File: src/boot_link_consts.svh
// constants for the serial boot loader link
`ifndef BOOT_LINK_CONSTS_SVH
`define BOOT_LINK_CONSTS_SVH
`define SYNC_BYTE 8'h55
`define ACK_BYTE 8'hcc
`define NAK_BYTE 8'h33
`define MIN_OVERSAMPLE 16
`define SYNC_SPAN_BITS 18
`define DIV_W 16
`define LEN_W 8
`endif

File: src/boot_link_pkg.sv
// types for the serial boot loader link
`default_nettype none
package boot_link_pkg;
  typedef enum logic [1:0] {PORT_NONE = 2'b00, PORT_ASYNC = 2'b01, PORT_SYNC = 2'b11} port_sel_t;
  typedef enum logic [2:0] {
    AB_IDLE = 3'b000, AB_MEAS = 3'b001, AB_DONE = 3'b011
  } baud_state_t;
  typedef enum logic [2:0] {
    PK_IDLE = 3'b000, PK_SUM = 3'b001, PK_DATA = 3'b011, PK_ANS = 3'b010
  } pkt_state_t;
endpackage
`default_nettype wire

File: src/boot_async_tx.sv
// asynchronous byte transmitter, 8 data bits, no parity, one stop bit
`timescale 1ns/100ps
`default_nettype none
module boot_async_tx
  import boot_link_pkg::*;
#(
  parameter int DIV_W = 16
)
(
  input wire logic i_clk,
  input wire logic i_srst,
  input wire logic [DIV_W-1:0] i_bit_div,
  input wire logic i_start,
  input wire logic [7:0] i_data,
  output logic o_txd,
  output logic o_busy
);
  logic [DIV_W-1:0] cnt_r, cnt_nxt;
  logic [9:0] shf_r, shf_nxt;
  logic [3:0] bits_r, bits_nxt;
  logic txd_r, txd_nxt;
  logic busy_r, busy_nxt;
  always_comb
  begin
    cnt_nxt = cnt_r;
    shf_nxt = shf_r;
    bits_nxt = bits_r;
    txd_nxt = txd_r;
    busy_nxt = busy_r;
    if (!busy_r)
    begin
      if (i_start)
      begin
        shf_nxt = {1'b1, i_data, 1'b0};
        bits_nxt = 4'h0;
        cnt_nxt = '0;
        busy_nxt = 1'b1;
        txd_nxt = 1'b0;
      end
    end
    else if (cnt_r + 1'b1 >= i_bit_div)
    begin
      cnt_nxt = '0;
      if (bits_r == 4'h9)
      begin
        busy_nxt = 1'b0;
        txd_nxt = 1'b1;
      end
      else
      begin
        bits_nxt = bits_r + 4'h1;
        shf_nxt = {1'b1, shf_r[9:1]};
        txd_nxt = shf_r[1];
      end
    end
    else
    begin
      cnt_nxt = cnt_r + 1'b1;
    end
  end
  always_ff @(posedge i_clk)
  begin
    if (i_srst)
    begin
      cnt_r <= '0;
      shf_r <= 10'h3ff;
      bits_r <= 4'h0;
      txd_r <= 1'b1;
      busy_r <= 1'b0;
    end
    else
    begin
      cnt_r <= cnt_nxt;
      shf_r <= shf_nxt;
      bits_r <= bits_nxt;
      txd_r <= txd_nxt;
      busy_r <= busy_nxt;
    end
  end
  assign o_txd = txd_r;
  assign o_busy = busy_r;
endmodule
`default_nettype wire

File: src/boot_link.sv
// serial boot loader link: port selection, baud detection, packet framing
// Notes on behaviour
// - first port used stays selected; other port ignored until reset
// - same packet framing and answers on either port
// - runs on the crystal clock only; no pll
// - async frames are 8 data bits, no parity, one stop bit
// - async bit time never shorter than thirty-two clocks
// - measure sync pulses; set tx and rx divisors to host rate
// - after detection send one 0xcc at the detected rate
// - sync port is spi mode 3: idle high, sample second edge
// - host is master and drives clock; device does no rate detection
// - packet: length byte (total), sum byte, then payload
// - sum byte is modulo-256 sum of payload only
// - answer 0xcc when good, 0x33 when bad
// - leading zero bytes skipped before packet start
`timescale 1ns/100ps
`default_nettype none
`include "boot_link_consts.svh"
module boot_link
  import boot_link_pkg::*;
#(
  parameter int DIV_W = `DIV_W
)
(
  input wire logic i_clk, // crystal clock
  input wire logic i_srst,
  input wire logic i_rxd,
  output logic o_txd,
  input wire logic i_sclk,
  input wire logic i_cs_n,
  input wire logic i_mosi,
  output logic o_miso,
  output logic o_miso_oe,
  output logic [1:0] o_port,
  output logic o_synced,
  output logic o_byte_valid,
  output logic [7:0] o_byte,
  output logic o_pkt_start,
  output logic o_pkt_good,
  output logic o_pkt_bad
);
  ////////////////////////////////////////////////////////////////////////
  // input edge detection (inputs synchronous to i_clk)
  logic rxd_d_r, sclk_d_r;
  always_ff @(posedge i_clk)
  begin
    if (i_srst)
    begin
      rxd_d_r <= 1'b1;
      sclk_d_r <= 1'b1;
    end
    else
    begin
      rxd_d_r <= i_rxd;
      sclk_d_r <= i_sclk;
    end
  end
  wire logic rxd_fall = rxd_d_r & ~i_rxd;
  wire logic sclk_rise = ~sclk_d_r & i_sclk & ~i_cs_n;
  wire logic sclk_fall = sclk_d_r & ~i_sclk & ~i_cs_n;
  ////////////////////////////////////////////////////////////////////////
  // baud detection: 0x55 0x55 gives 10 falling edges; first to last is 18 bits
  port_sel_t port_r, port_nxt;
  baud_state_t ab_r, ab_nxt;
  logic [DIV_W+4:0] meas_r, meas_nxt;
  logic [3:0] edges_r, edges_nxt;
  logic [DIV_W-1:0] div_r, div_nxt;
  logic ack_go_r, ack_go_nxt;
  logic [DIV_W+4:0] meas_div;
  always_comb
  begin
    ab_nxt = ab_r;
    meas_nxt = meas_r;
    edges_nxt = edges_r;
    div_nxt = div_r;
    ack_go_nxt = 1'b0;
    meas_div = meas_r / (DIV_W+5)'(`SYNC_SPAN_BITS);
    case (ab_r)
      AB_IDLE:
      begin
        if (rxd_fall && port_r != PORT_SYNC)
        begin
          ab_nxt = AB_MEAS;
          meas_nxt = '0;
          edges_nxt = 4'h1;
        end
      end
      AB_MEAS:
      begin
        meas_nxt = meas_r + 1'b1;
        // spi won the race while a pattern was half measured
        if (port_r == PORT_SYNC)
        begin
          ab_nxt = AB_IDLE;
        end
        else if (rxd_fall)
        begin
          edges_nxt = edges_r + 4'h1;
          if (edges_r == 4'h9)
          begin
            if (meas_div >= (DIV_W+5)'(`MIN_OVERSAMPLE * 2))
            begin
              div_nxt = meas_div[DIV_W-1:0];
              ab_nxt = AB_DONE;
              ack_go_nxt = 1'b1;
            end
            else
            begin
              ab_nxt = AB_IDLE;
            end
          end
        end
        else if (&meas_r)
        begin
          ab_nxt = AB_IDLE; // too slow: wait for host to resend
        end
      end
      AB_DONE:
      begin
        ab_nxt = AB_DONE;
      end
      default:
      begin
        ab_nxt = AB_IDLE;
      end
    endcase
  end
  ////////////////////////////////////////////////////////////////////////
  // async receiver, mid-bit sampling at the detected divisor
  logic [DIV_W-1:0] rc_r, rc_nxt;
  logic [3:0] rb_r, rb_nxt;
  logic [7:0] rsh_r, rsh_nxt;
  logic ract_r, ract_nxt;
  logic rdone;
  always_comb
  begin
    rc_nxt = rc_r;
    rb_nxt = rb_r;
    rsh_nxt = rsh_r;
    ract_nxt = ract_r;
    rdone = 1'b0;
    if (!ract_r)
    begin
      if (rxd_fall && ab_r == AB_DONE && port_r == PORT_ASYNC)
      begin
        ract_nxt = 1'b1;
        rb_nxt = 4'h0;
        rc_nxt = div_r >> 1;
      end
    end
    else if (rc_r + 1'b1 >= div_r)
    begin
      rc_nxt = '0;
      rb_nxt = rb_r + 4'h1;
      if (rb_r >= 4'h1 && rb_r <= 4'h8)
        rsh_nxt = {i_rxd, rsh_r[7:1]};
      if (rb_r == 4'h9)
      begin
        ract_nxt = 1'b0;
        rdone = i_rxd; // stop bit must be high
      end
    end
    else
    begin
      rc_nxt = rc_r + 1'b1;
    end
  end
  ////////////////////////////////////////////////////////////////////////
  // spi slave mode 3: drive on falling edge, capture on rising edge
  logic [2:0] sb_r, sb_nxt;
  logic [7:0] ssh_r, ssh_nxt;
  logic [7:0] stx_r, stx_nxt;
  logic miso_r, miso_nxt;
  logic sdone;
  always_comb
  begin
    sb_nxt = sb_r;
    ssh_nxt = ssh_r;
    stx_nxt = stx_r;
    miso_nxt = miso_r;
    sdone = 1'b0;
    if (i_cs_n || port_r == PORT_ASYNC)
    begin
      sb_nxt = 3'h0;
    end
    else
    begin
      if (sclk_fall)
      begin
        miso_nxt = stx_r[7];
        stx_nxt = {stx_r[6:0], 1'b0};
      end
      if (sclk_rise)
      begin
        ssh_nxt = {ssh_r[6:0], i_mosi};
        sb_nxt = sb_r + 3'h1;
        sdone = (sb_r == 3'h7);
      end
    end
  end
  ////////////////////////////////////////////////////////////////////////
  // port selection and unified byte stream
  logic in_valid;
  logic [7:0] in_byte;
  always_comb
  begin
    port_nxt = port_r;
    if (port_r == PORT_NONE)
    begin
      if (ack_go_r)
        port_nxt = PORT_ASYNC;
      else if (sdone && {ssh_r[6:0], i_mosi} != 8'h00)
        port_nxt = PORT_SYNC;
    end
    in_valid = 1'b0;
    in_byte = 8'h00;
    if (port_r == PORT_ASYNC && rdone)
    begin
      in_valid = 1'b1;
      in_byte = rsh_nxt;
    end
    else if (port_nxt == PORT_SYNC && sdone)
    begin
      in_valid = 1'b1;
      in_byte = {ssh_r[6:0], i_mosi};
    end
  end
  ////////////////////////////////////////////////////////////////////////
  // packet framing and checking
  pkt_state_t pk_r, pk_nxt;
  logic [7:0] len_r, len_nxt, sum_r, sum_nxt, acc_r, acc_nxt, cnt_r, cnt_nxt;
  logic [7:0] ans_r, ans_nxt;
  logic tx_go, start_nxt, good_nxt, bad_nxt;
  logic tx_busy;
  logic oe_r, synced_r;
  always_comb
  begin
    pk_nxt = pk_r;
    len_nxt = len_r;
    sum_nxt = sum_r;
    acc_nxt = acc_r;
    cnt_nxt = cnt_r;
    ans_nxt = ans_r;
    tx_go = 1'b0;
    start_nxt = 1'b0;
    good_nxt = 1'b0;
    bad_nxt = 1'b0;
    case (pk_r)
      PK_IDLE:
      begin
        if (in_valid && in_byte != 8'h00)
        begin
          len_nxt = in_byte;
          acc_nxt = 8'h00;
          cnt_nxt = 8'h01;
          start_nxt = 1'b1;
          pk_nxt = PK_SUM;
        end
      end
      PK_SUM:
      begin
        if (in_valid)
        begin
          sum_nxt = in_byte;
          cnt_nxt = 8'h02;
          pk_nxt = (len_r <= 8'h02) ? PK_ANS : PK_DATA;
        end
      end
      PK_DATA:
      begin
        if (in_valid)
        begin
          acc_nxt = acc_r + in_byte;
          cnt_nxt = cnt_r + 8'h01;
          if (cnt_r + 8'h01 >= len_r)
            pk_nxt = PK_ANS;
        end
      end
      PK_ANS:
      begin
        if (len_r >= 8'h03 && acc_r == sum_r)
        begin
          ans_nxt = `ACK_BYTE;
          good_nxt = 1'b1;
        end
        else
        begin
          ans_nxt = `NAK_BYTE;
          bad_nxt = 1'b1;
        end
        tx_go = 1'b1;
        pk_nxt = PK_IDLE;
      end
      default:
      begin
        pk_nxt = PK_IDLE;
      end
    endcase
  end
  ////////////////////////////////////////////////////////////////////////
  // answers: async goes to the transmitter, sync loads the spi shifter
  logic [7:0] tx_byte;
  logic tx_start;
  always_comb
  begin
    tx_start = 1'b0;
    tx_byte = `ACK_BYTE;
    if (ack_go_r)
      tx_start = 1'b1;
    else if (pk_r == PK_ANS && port_r == PORT_ASYNC && !tx_busy)
    begin
      tx_start = 1'b1;
      tx_byte = ans_nxt;
    end
  end
  // late answer on a busy transmitter is dropped; host will resend
  boot_async_tx #(.DIV_W(DIV_W)) u_tx (
    .i_clk(i_clk),
    .i_srst(i_srst),
    .i_bit_div(div_nxt),
    .i_start(tx_start),
    .i_data(tx_byte),
    .o_txd(o_txd),
    .o_busy(tx_busy)
  );
  always_ff @(posedge i_clk)
  begin
    if (i_srst)
    begin
      port_r <= PORT_NONE;
      ab_r <= AB_IDLE;
      meas_r <= '0;
      edges_r <= 4'h0;
      div_r <= DIV_W'(`MIN_OVERSAMPLE);
      ack_go_r <= 1'b0;
      rc_r <= '0;
      rb_r <= 4'h0;
      rsh_r <= 8'h00;
      ract_r <= 1'b0;
      sb_r <= 3'h0;
      ssh_r <= 8'h00;
      stx_r <= 8'h00;
      miso_r <= 1'b1;
      pk_r <= PK_IDLE;
      len_r <= 8'h00;
      sum_r <= 8'h00;
      acc_r <= 8'h00;
      cnt_r <= 8'h00;
      ans_r <= 8'h00;
      o_byte_valid <= 1'b0;
      o_byte <= 8'h00;
      o_pkt_start <= 1'b0;
      o_pkt_good <= 1'b0;
      o_pkt_bad <= 1'b0;
      oe_r <= 1'b0;
      synced_r <= 1'b0;
    end
    else
    begin
      port_r <= port_nxt;
      ab_r <= ab_nxt;
      meas_r <= meas_nxt;
      edges_r <= edges_nxt;
      div_r <= div_nxt;
      ack_go_r <= ack_go_nxt;
      rc_r <= rc_nxt;
      rb_r <= rb_nxt;
      rsh_r <= rsh_nxt;
      ract_r <= ract_nxt;
      sb_r <= sb_nxt;
      ssh_r <= ssh_nxt;
      stx_r <= (tx_go && port_r == PORT_SYNC) ? ans_nxt : stx_nxt;
      miso_r <= miso_nxt;
      pk_r <= pk_nxt;
      len_r <= len_nxt;
      sum_r <= sum_nxt;
      acc_r <= acc_nxt;
      cnt_r <= cnt_nxt;
      ans_r <= ans_nxt;
      o_byte_valid <= in_valid && pk_r != PK_IDLE;
      o_byte <= in_byte;
      o_pkt_start <= start_nxt;
      o_pkt_good <= good_nxt;
      o_pkt_bad <= bad_nxt;
      oe_r <= ~i_cs_n && port_nxt == PORT_SYNC;
      synced_r <= (ab_nxt == AB_DONE);
    end
  end
  assign o_miso = miso_r;
  // enable trails chip select by one clock so that it comes from a flop
  assign o_miso_oe = oe_r;
  assign o_port = port_r;
  assign o_synced = synced_r;
endmodule
`default_nettype wire

File: config.mk
export PLATFORM = sky130hd
export DESIGN_NAME = boot_link
export DESIGN_NICKNAME = d
export VERILOG_FILES = /design/src/boot_link_pkg.sv /design/src/boot_async_tx.sv /design/src/boot_link.sv
export VERILOG_INCLUDE_DIRS = /design/src
export SDC_FILE = /design/constraint.sdc
export NUM_CORES = 1
export LEC_CHECK = 0
export ABC_AREA = 1
export BUFFER_PORTS_ARGS = -buffer_cell sky130_fd_sc_hd__buf_2
export CAP_MARGIN = 0
export CORE_MARGIN = 3
export CORE_UTILIZATION = 60
export DETAILED_ROUTE_END_ITERATION = 10
export PLACE_DENSITY_LB_ADDON = 0.15
export SETUP_SLACK_MARGIN = 0.02
export SLEW_MARGIN = 20
export SYNTH_ARGS = -nofsm -noshare
export SYNTH_HDL_FRONTEND = slang
export SYNTH_HIERARCHICAL = 1
export SYNTH_SLANG_ARGS = --single-unit
File: constraint.sdc
create_clock -name i_clk -period 10.8 [get_ports i_clk]
set_input_delay 0.54 -clock i_clk [delete_from_list [all_inputs] [get_ports i_clk]]
set_output_delay 0.54 -clock i_clk [all_outputs]
set_load 0.005 [all_outputs]
==> flow_summary.json, run 1 <==
{
  "synth-warning-count": 6,
  "r2r_start": "meas_r[17]",
  "p_seq_frac": 0.506,
  "p_clk_frac": 0.471,
  "htree_levels": 4,
  "port_buffers": 23,
  "hold_violations": 0,
  "ys_seq_elements": 176,
  "syn_area_mm2": 0.01116,
  "area_growth_syn_to_layout_pct": 7.324,
  "num_io_pins": 24,
  "synthSimpleGateAreaFrac": 0.2968,
  "dp_hpwl_mm": 18.34,
  "timing.fmax_mhz": 109.9,
  "start_kind": "flip-flop",
  "internal-power_uw": 973.3,
  "numCtsBuffers": 17,
  "grt_overflow": 0,
  "setup_viol": 0,
  "drt_iter0_drc": 637,
  "die_area_mm2": 0.02026,
  "syn-instance-count": 1669,
  "power.density_mw_per_mm2": 108.0,
  "num_rows": 49,
  "worstPathArrival_ps": 9480,
  "gp_congestion": 0.8779,
  "synth_edf_count": 0,
  "status": "complete, no violations",
  "synthFlopType": "dfxtp_1",
  "fin_skew_ps": 10.24,
  "swShare": 0.2473,
  "tightest_slew_ps": 871.9,
  "ys_top_cells_by_area": "dfxtp_1, nand2_1, inv_1",
  "syn_avg_cell_area_um2": 6.684,
  "cts_root_buffer": "clkbuf_16",
  "p_leak_uw": 0.005676,
  "slew_violations": 0,
  "grt_pass1_wl_mm": 43.50,
  "drc": 0,
  "initial_core_util": 0.6168,
  "synth_xor_area_frac": 0.04071,
  "hp-class": "in -> reg",
  "yosys.area.top_type": "dfxtp_1",
  "ys_seq_area_frac": 0.3158,
  "cts_repair_resize_count": 0,
  "grt_pass1_vias": 9699,
  "antenna_cells": 0,
  "clock-sinks": 176,
  "antenna_found_initial": 0,
  "p_sw_uw": 319.7,
  "peakVddDrop_mv": 0.1232,
  "fin_total_pwr_uw": 1293,
  "worstPathMaxFanout": 12,
  "die_h_um": 142.4,
  "ant_nets": 0,
  "critPathMaxStageDelay_ps": 500,
  "fin_nets": 1743,
  "synthArstFlopShare": 0,
  "finalNonFillerCells": 1915,
  "cts_hold_buffers": 0,
  "cts_tree": "yes",
  "critPathKind": "reg -> reg",
  "grt_max_degree": 76,
  "wire_per_inst_um": 12.97,
  "cts_setup_buffers": 0,
  "grt_setup_unrepaired": "no",
  "clock_latency_ps": 430,
  "fin_tns_setup_ps": 0,
  "clockBufferDepth": 2,
  "placed_cells": 1883,
  "synth_adder_area_share": 0.07245,
  "synthDominantCellAreaShare": 0.3158,
  "vias": 10270,
  "worstPathRequired_ps": 11170,
  "crit_path_end_kind": "flip-flop",
  "synth_compound_area_frac": 0.1529,
  "min_from": "i_sclk",
  "die_w_um": 142.4,
  "drive_above_1_share": 0.09490,
  "path_clk_slew_ps": 70,
  "timing.final.crit_share": 0.8428,
  "utilization": 0.6620,
  "yosysUniqueCellTypes": 62,
  "track_usage": 0.2536,
  "vias_per_cell": 5.361,
  "drtPass1Iterations": 5,
  "fin_ws_ps": 1698,
  "crit_path_top_delay_cell": "dfxtp_1",
  "post-route-min-period_ps": 9102,
  "slew_headroom": 0.4166,
  "drt-total-wl_mm": 24.85,
  "crit_top_cell": "nand2_2",
  "synth_top_family_by_area": "simple AND/OR/NAND/NOR gates",
  "core_mm2": 0.01809,
  "synth_nets": 1739,
  "combinationalPowerShare": 0.022,
  "place_ws_ps": 1784,
  "setup.worst_path.start": "meas_r[17]",
  "maxCapViolCount": 0,
  "synthMuxAreaShare": 0.002131
}
[worst max-delay path: cells and delay by family (launching register included)]
kind | cells | cell delay, ps
and+or+nand+nor | 76 | 7400
AOI/OAI and AO/OA | 2 | 340
DFF | 1 | 500
buffers and inverters | 6 | 530
adders and majority gates | 1 | 260
[state kept, by name, summed over array words and instances, names as in the netlist, 3 cells and up]
| register | flops |
|---|---|
| u_tx/cnt_r | 16 |
| rsh_r | 8 |
| acc_r | 8 |
| sum_r | 8 |
| cnt_r | 8 |
| sb_r | 3 |
| ssh_r | 7 |
| rb_r | 4 |
| ab_r | 3 |
| edges_r | 4 |
| len_r | 8 |
| rc_r | 16 |
| u_tx/shf_r | 8 |
| o_byte | 8 |
| div_r | 16 |
| meas_r | 21 |
| u_tx/bits_r | 4 |
| stx_r | 8 |
[stage by stage]
step | hold slack [ps] | cell area (um2)
2_1_floorplan | 423.6 | 11160
3_3_place_gp | 448.0 | 11390
3_5_place_dp | 454.9 | 11390
4_1_cts | 291.6 | 11970
5_1_grt | 312.9 | 11970
6_report | 304.4 | 11970
[cells by family after synthesis]
| family | Yosys count |
|---|---|
| AOI/OAI and AO/OA | 298 |
| xor gates and xnor gates | 51 |
| adders and majority gates | 64 |
| buffers and inverters | 343 |
| DFF | 176 |
| muxes | 2 |
| other | 1 |
| and+or+nand+nor | 734 |
[Yosys cell counts, drive strengths merged, types with 9 or more instances]
library cell,number
a21oi,126
ha,63
nand2,425
inv,295
nor3,21
nor2,129
clkbuf,34
nor4,9
dfxtp,176
o21ai,100
xnor2,10
xor2,41
o211ai,12
a31oi,14
nand4,40
nand3,96
[path summary, 6_finish.rpt]
check | to | cells past startpoint | slack [ps]
setup / recovery | u_tx/shf_r[3] | 85 | 1700
hold / removal | sclk_d_r | 3 | 300
setup reg to reg | u_tx/shf_r[3] | 85 | 1700
hold reg to reg | o_miso | 2 | 470
[area by class of cell]
| type | count | area (um2) |
|---|---|---|
| repair buffers | 26 | 140.1 |
| clock buffers | 18 | 439.2 |
| fillers | 1605 | 6113 |
| multi-input cells | 1150 | 6309 |
| inverters | 302 | 1135 |
| well taps | 229 | 286.5 |
| flip-flops and latches | 176 | 3523 |
| clock inverters | 14 | 140.1 |
[cell usage in the layout (no fill, tap or decap), types with 22 or more instances in the layout]
cell,n
ha_1,63
a21oi_1,124
o21ai_0,93
nand2_1,382
nor2_1,120
dfxtp_1,176
xor2_1,40
buf_2,22
inv_2,22
nand4_1,36
nand2_2,37
inv_1,273
nand3_1,94
[power groups by stage]
stage          registers [uW]  logic [uW]  clock network, uW
6_report                  655        28.7                610
5_1_grt                   655        32.6                644
4_1_cts                   655        28.5                619
3_5_place_dp              670        28.4                  0
3_3_place_gp              670        28.2                  0
2_1_floorplan             669        20.5                  0
[metal layers]
layer / vias up / track usage / routed length, um
met1: 4634 / 0.3448 / 11870
met3: 36 / 0.03427 / 968
met4: 0 / 0.08554 / 563
li1: 5387 / - / -
met2: 210 / 0.4179 / 11440
met5: - / 0 / 0
(Power assumes the default switching activity.)
==> run 2: changes to the inputs <==
==> constraint.sdc (replaced) <==
create_clock -name i_clk -period 9.43 [get_ports i_clk]
set_input_delay 0.4715 -clock i_clk [delete_from_list [all_inputs] [get_ports i_clk]]
set_output_delay 0.4715 -clock i_clk [all_outputs]
set_load 0.005 [all_outputs]
==> flow_summary.json, run 2 (synthesis gave the netlist of run 1 again) <==
{
  "path_clk_slew_ps": 70,
  "final_cell_mix": "nand2_1, inv_1, dfxtp_1",
  "crit_path_end_kind": "flip-flop",
  "timing.fmax_mhz": 114.7,
  "antenna_found_initial": 0,
  "grt_pass1_vias": 9687,
  "wl_met3_um": 891,
  "clockBufferDepth": 2,
  "fin_nets": 1766,
  "largest_reg_flops": 21,
  "grt_max_degree": 76,
  "num_io_pins": 24,
  "numCtsBuffers": 17,
  "drc": 0,
  "peakVddDrop_mv": 0.1454,
  "grt_pass1_wl_mm": 43.01,
  "critPathMaxStageDelay_ps": 360,
  "crit_top_cell": "nand2_2",
  "htree_levels": 4,
  "initial_core_util": 0.6168,
  "clock-sinks": 176,
  "crit_path_top_delay_cell": "dfxtp_4",
  "drt_iter0_drc": 657,
  "fin_tns_setup_ps": 0,
  "start_kind": "flip-flop",
  "worstPathArrival_ps": 9090,
  "wire_per_inst_um": 13.32,
  "track_usage": 0.2510,
  "p_leak_uw": 0.005849,
  "wl_met1_mm": 12.20,
  "critPathKind": "reg -> reg",
  "setup_viol": 0,
  "antenna_cells": 0,
  "top_register": "meas_r",
  "die_w_um": 142.4,
  "wl_met2_mm": 12.03,
  "gp_congestion": 0.8796,
  "whs_ps": 235.3,
  "layout_commonest_cell": "nand2_1",
  "post-route-min-period_ps": 8721,
  "status": "complete, no violations",
  "fin_skew_ps": 8.394,
  "cts_hold_buffers": 0,
  "drt-total-wl_mm": 25.81,
  "port_buffers": 23,
  "die_area_mm2": 0.02026,
  "maxCapViolCount": 0,
  "hp-class": "in -> reg",
  "slew_violations": 0,
  "worstPathRequired_ps": 9800,
  "drtPass1Iterations": 5,
  "cts_root_buffer": "clkbuf_16",
  "drive_above_1_share": 0.1287,
  "ant_nets": 0,
  "timing.final.crit_share": 0.9248,
  "area_growth_syn_to_layout_pct": 11.19,
  "grt_overflow": 0,
  "cts_tree": "yes",
  "vias_per_cell": 5.432,
  "utilization": 0.6859,
  "num_rows": 49,
  "vias": 10530,
  "dp_hpwl_mm": 18.46,
  "power.density_mw_per_mm2": 118.1,
  "clock_latency_ps": 440,
  "die_h_um": 142.4,
  "core_mm2": 0.01809,
  "worstPathMaxFanout": 6,
  "slew_headroom": 0.4505,
  "tightest_slew_ps": 803.5,
  "hold_violations": 0,
  "routed.top_layer": "met4"
}
## run 2: changes by cell type in the layout (fill, tap and decap cells not counted), sizes merged
cell	previous run	this run
clkinvlp	2	3
buf	26	48
nand3	96	97
clkbuf	18	17
clkinv	10	14
inv	304	300
## run 2: cell type report
cell class / count / area [um2]
Multi-Input combinational cell: 1151 / 6563
Fill cell: 1526 / 5682
Sequential cell: 176 / 3533
Inverter: 302 / 1142
Clock buffer: 17 / 425.4
Timing Repair Buffer: 48 / 305.3
Tap cell: 229 / 286.5
Clock inverter: 15 / 148.9
## run 2: worst paths after layout
path | from | to | slack (ps) | depth (start not counted)
max | meas_r[18] | u_tx/bits_r[1] | 710 | 82
min | i_sclk | sclk_d_r | 240 | 3
min reg2reg | edges_r[2] | edges_r[2] | 470 | 1
max reg2reg | meas_r[18] | u_tx/bits_r[1] | 710 | 82
## run 2: stage by stage
step                      total power, uW  setup slack (ps)  area (um2)  cells
after floorplan                     790.2              1895       11160   1669
after global placement              799.5             844.4       11390   1883
after detailed placement            799.7             344.3       11390   1883
after CTS                            1476             303.1       11970   1915
after global routing                 1508            -202.9       12400   1938
final                                1465             709.2       12400   1938
## run 2: worst max-delay path, delay by kind of cell, from the launching register on
kind | cells | cell delay (ps)
DFF | 1 | 360
buffers and inverters | 10 | 840
adders and majority gates | 1 | 260
and+or+nand+nor | 66 | 6290
AOI/OAI and AO/OA | 5 | 840
## run 2: where the power goes
part,internal (uW),switching (uW)
registers,747,2.71
clock network,350,332
logic,7.54,25.2
total,1100,360
## run 2: repair_timing
action | in CTS | in global routing
resized for setup | 0 | 65
hold endpoints to repair | 0 | 0
setup endpoints to repair | 0 | 30
setup buffers | 0 | 22
## run 2: per-layer routing
layer,global-route usage,up-vias
li1,-,5434
met3,0.04066,48
met2,0.4149,238
met1,0.3345,4807
met4,0.08804,0
met5,0,-
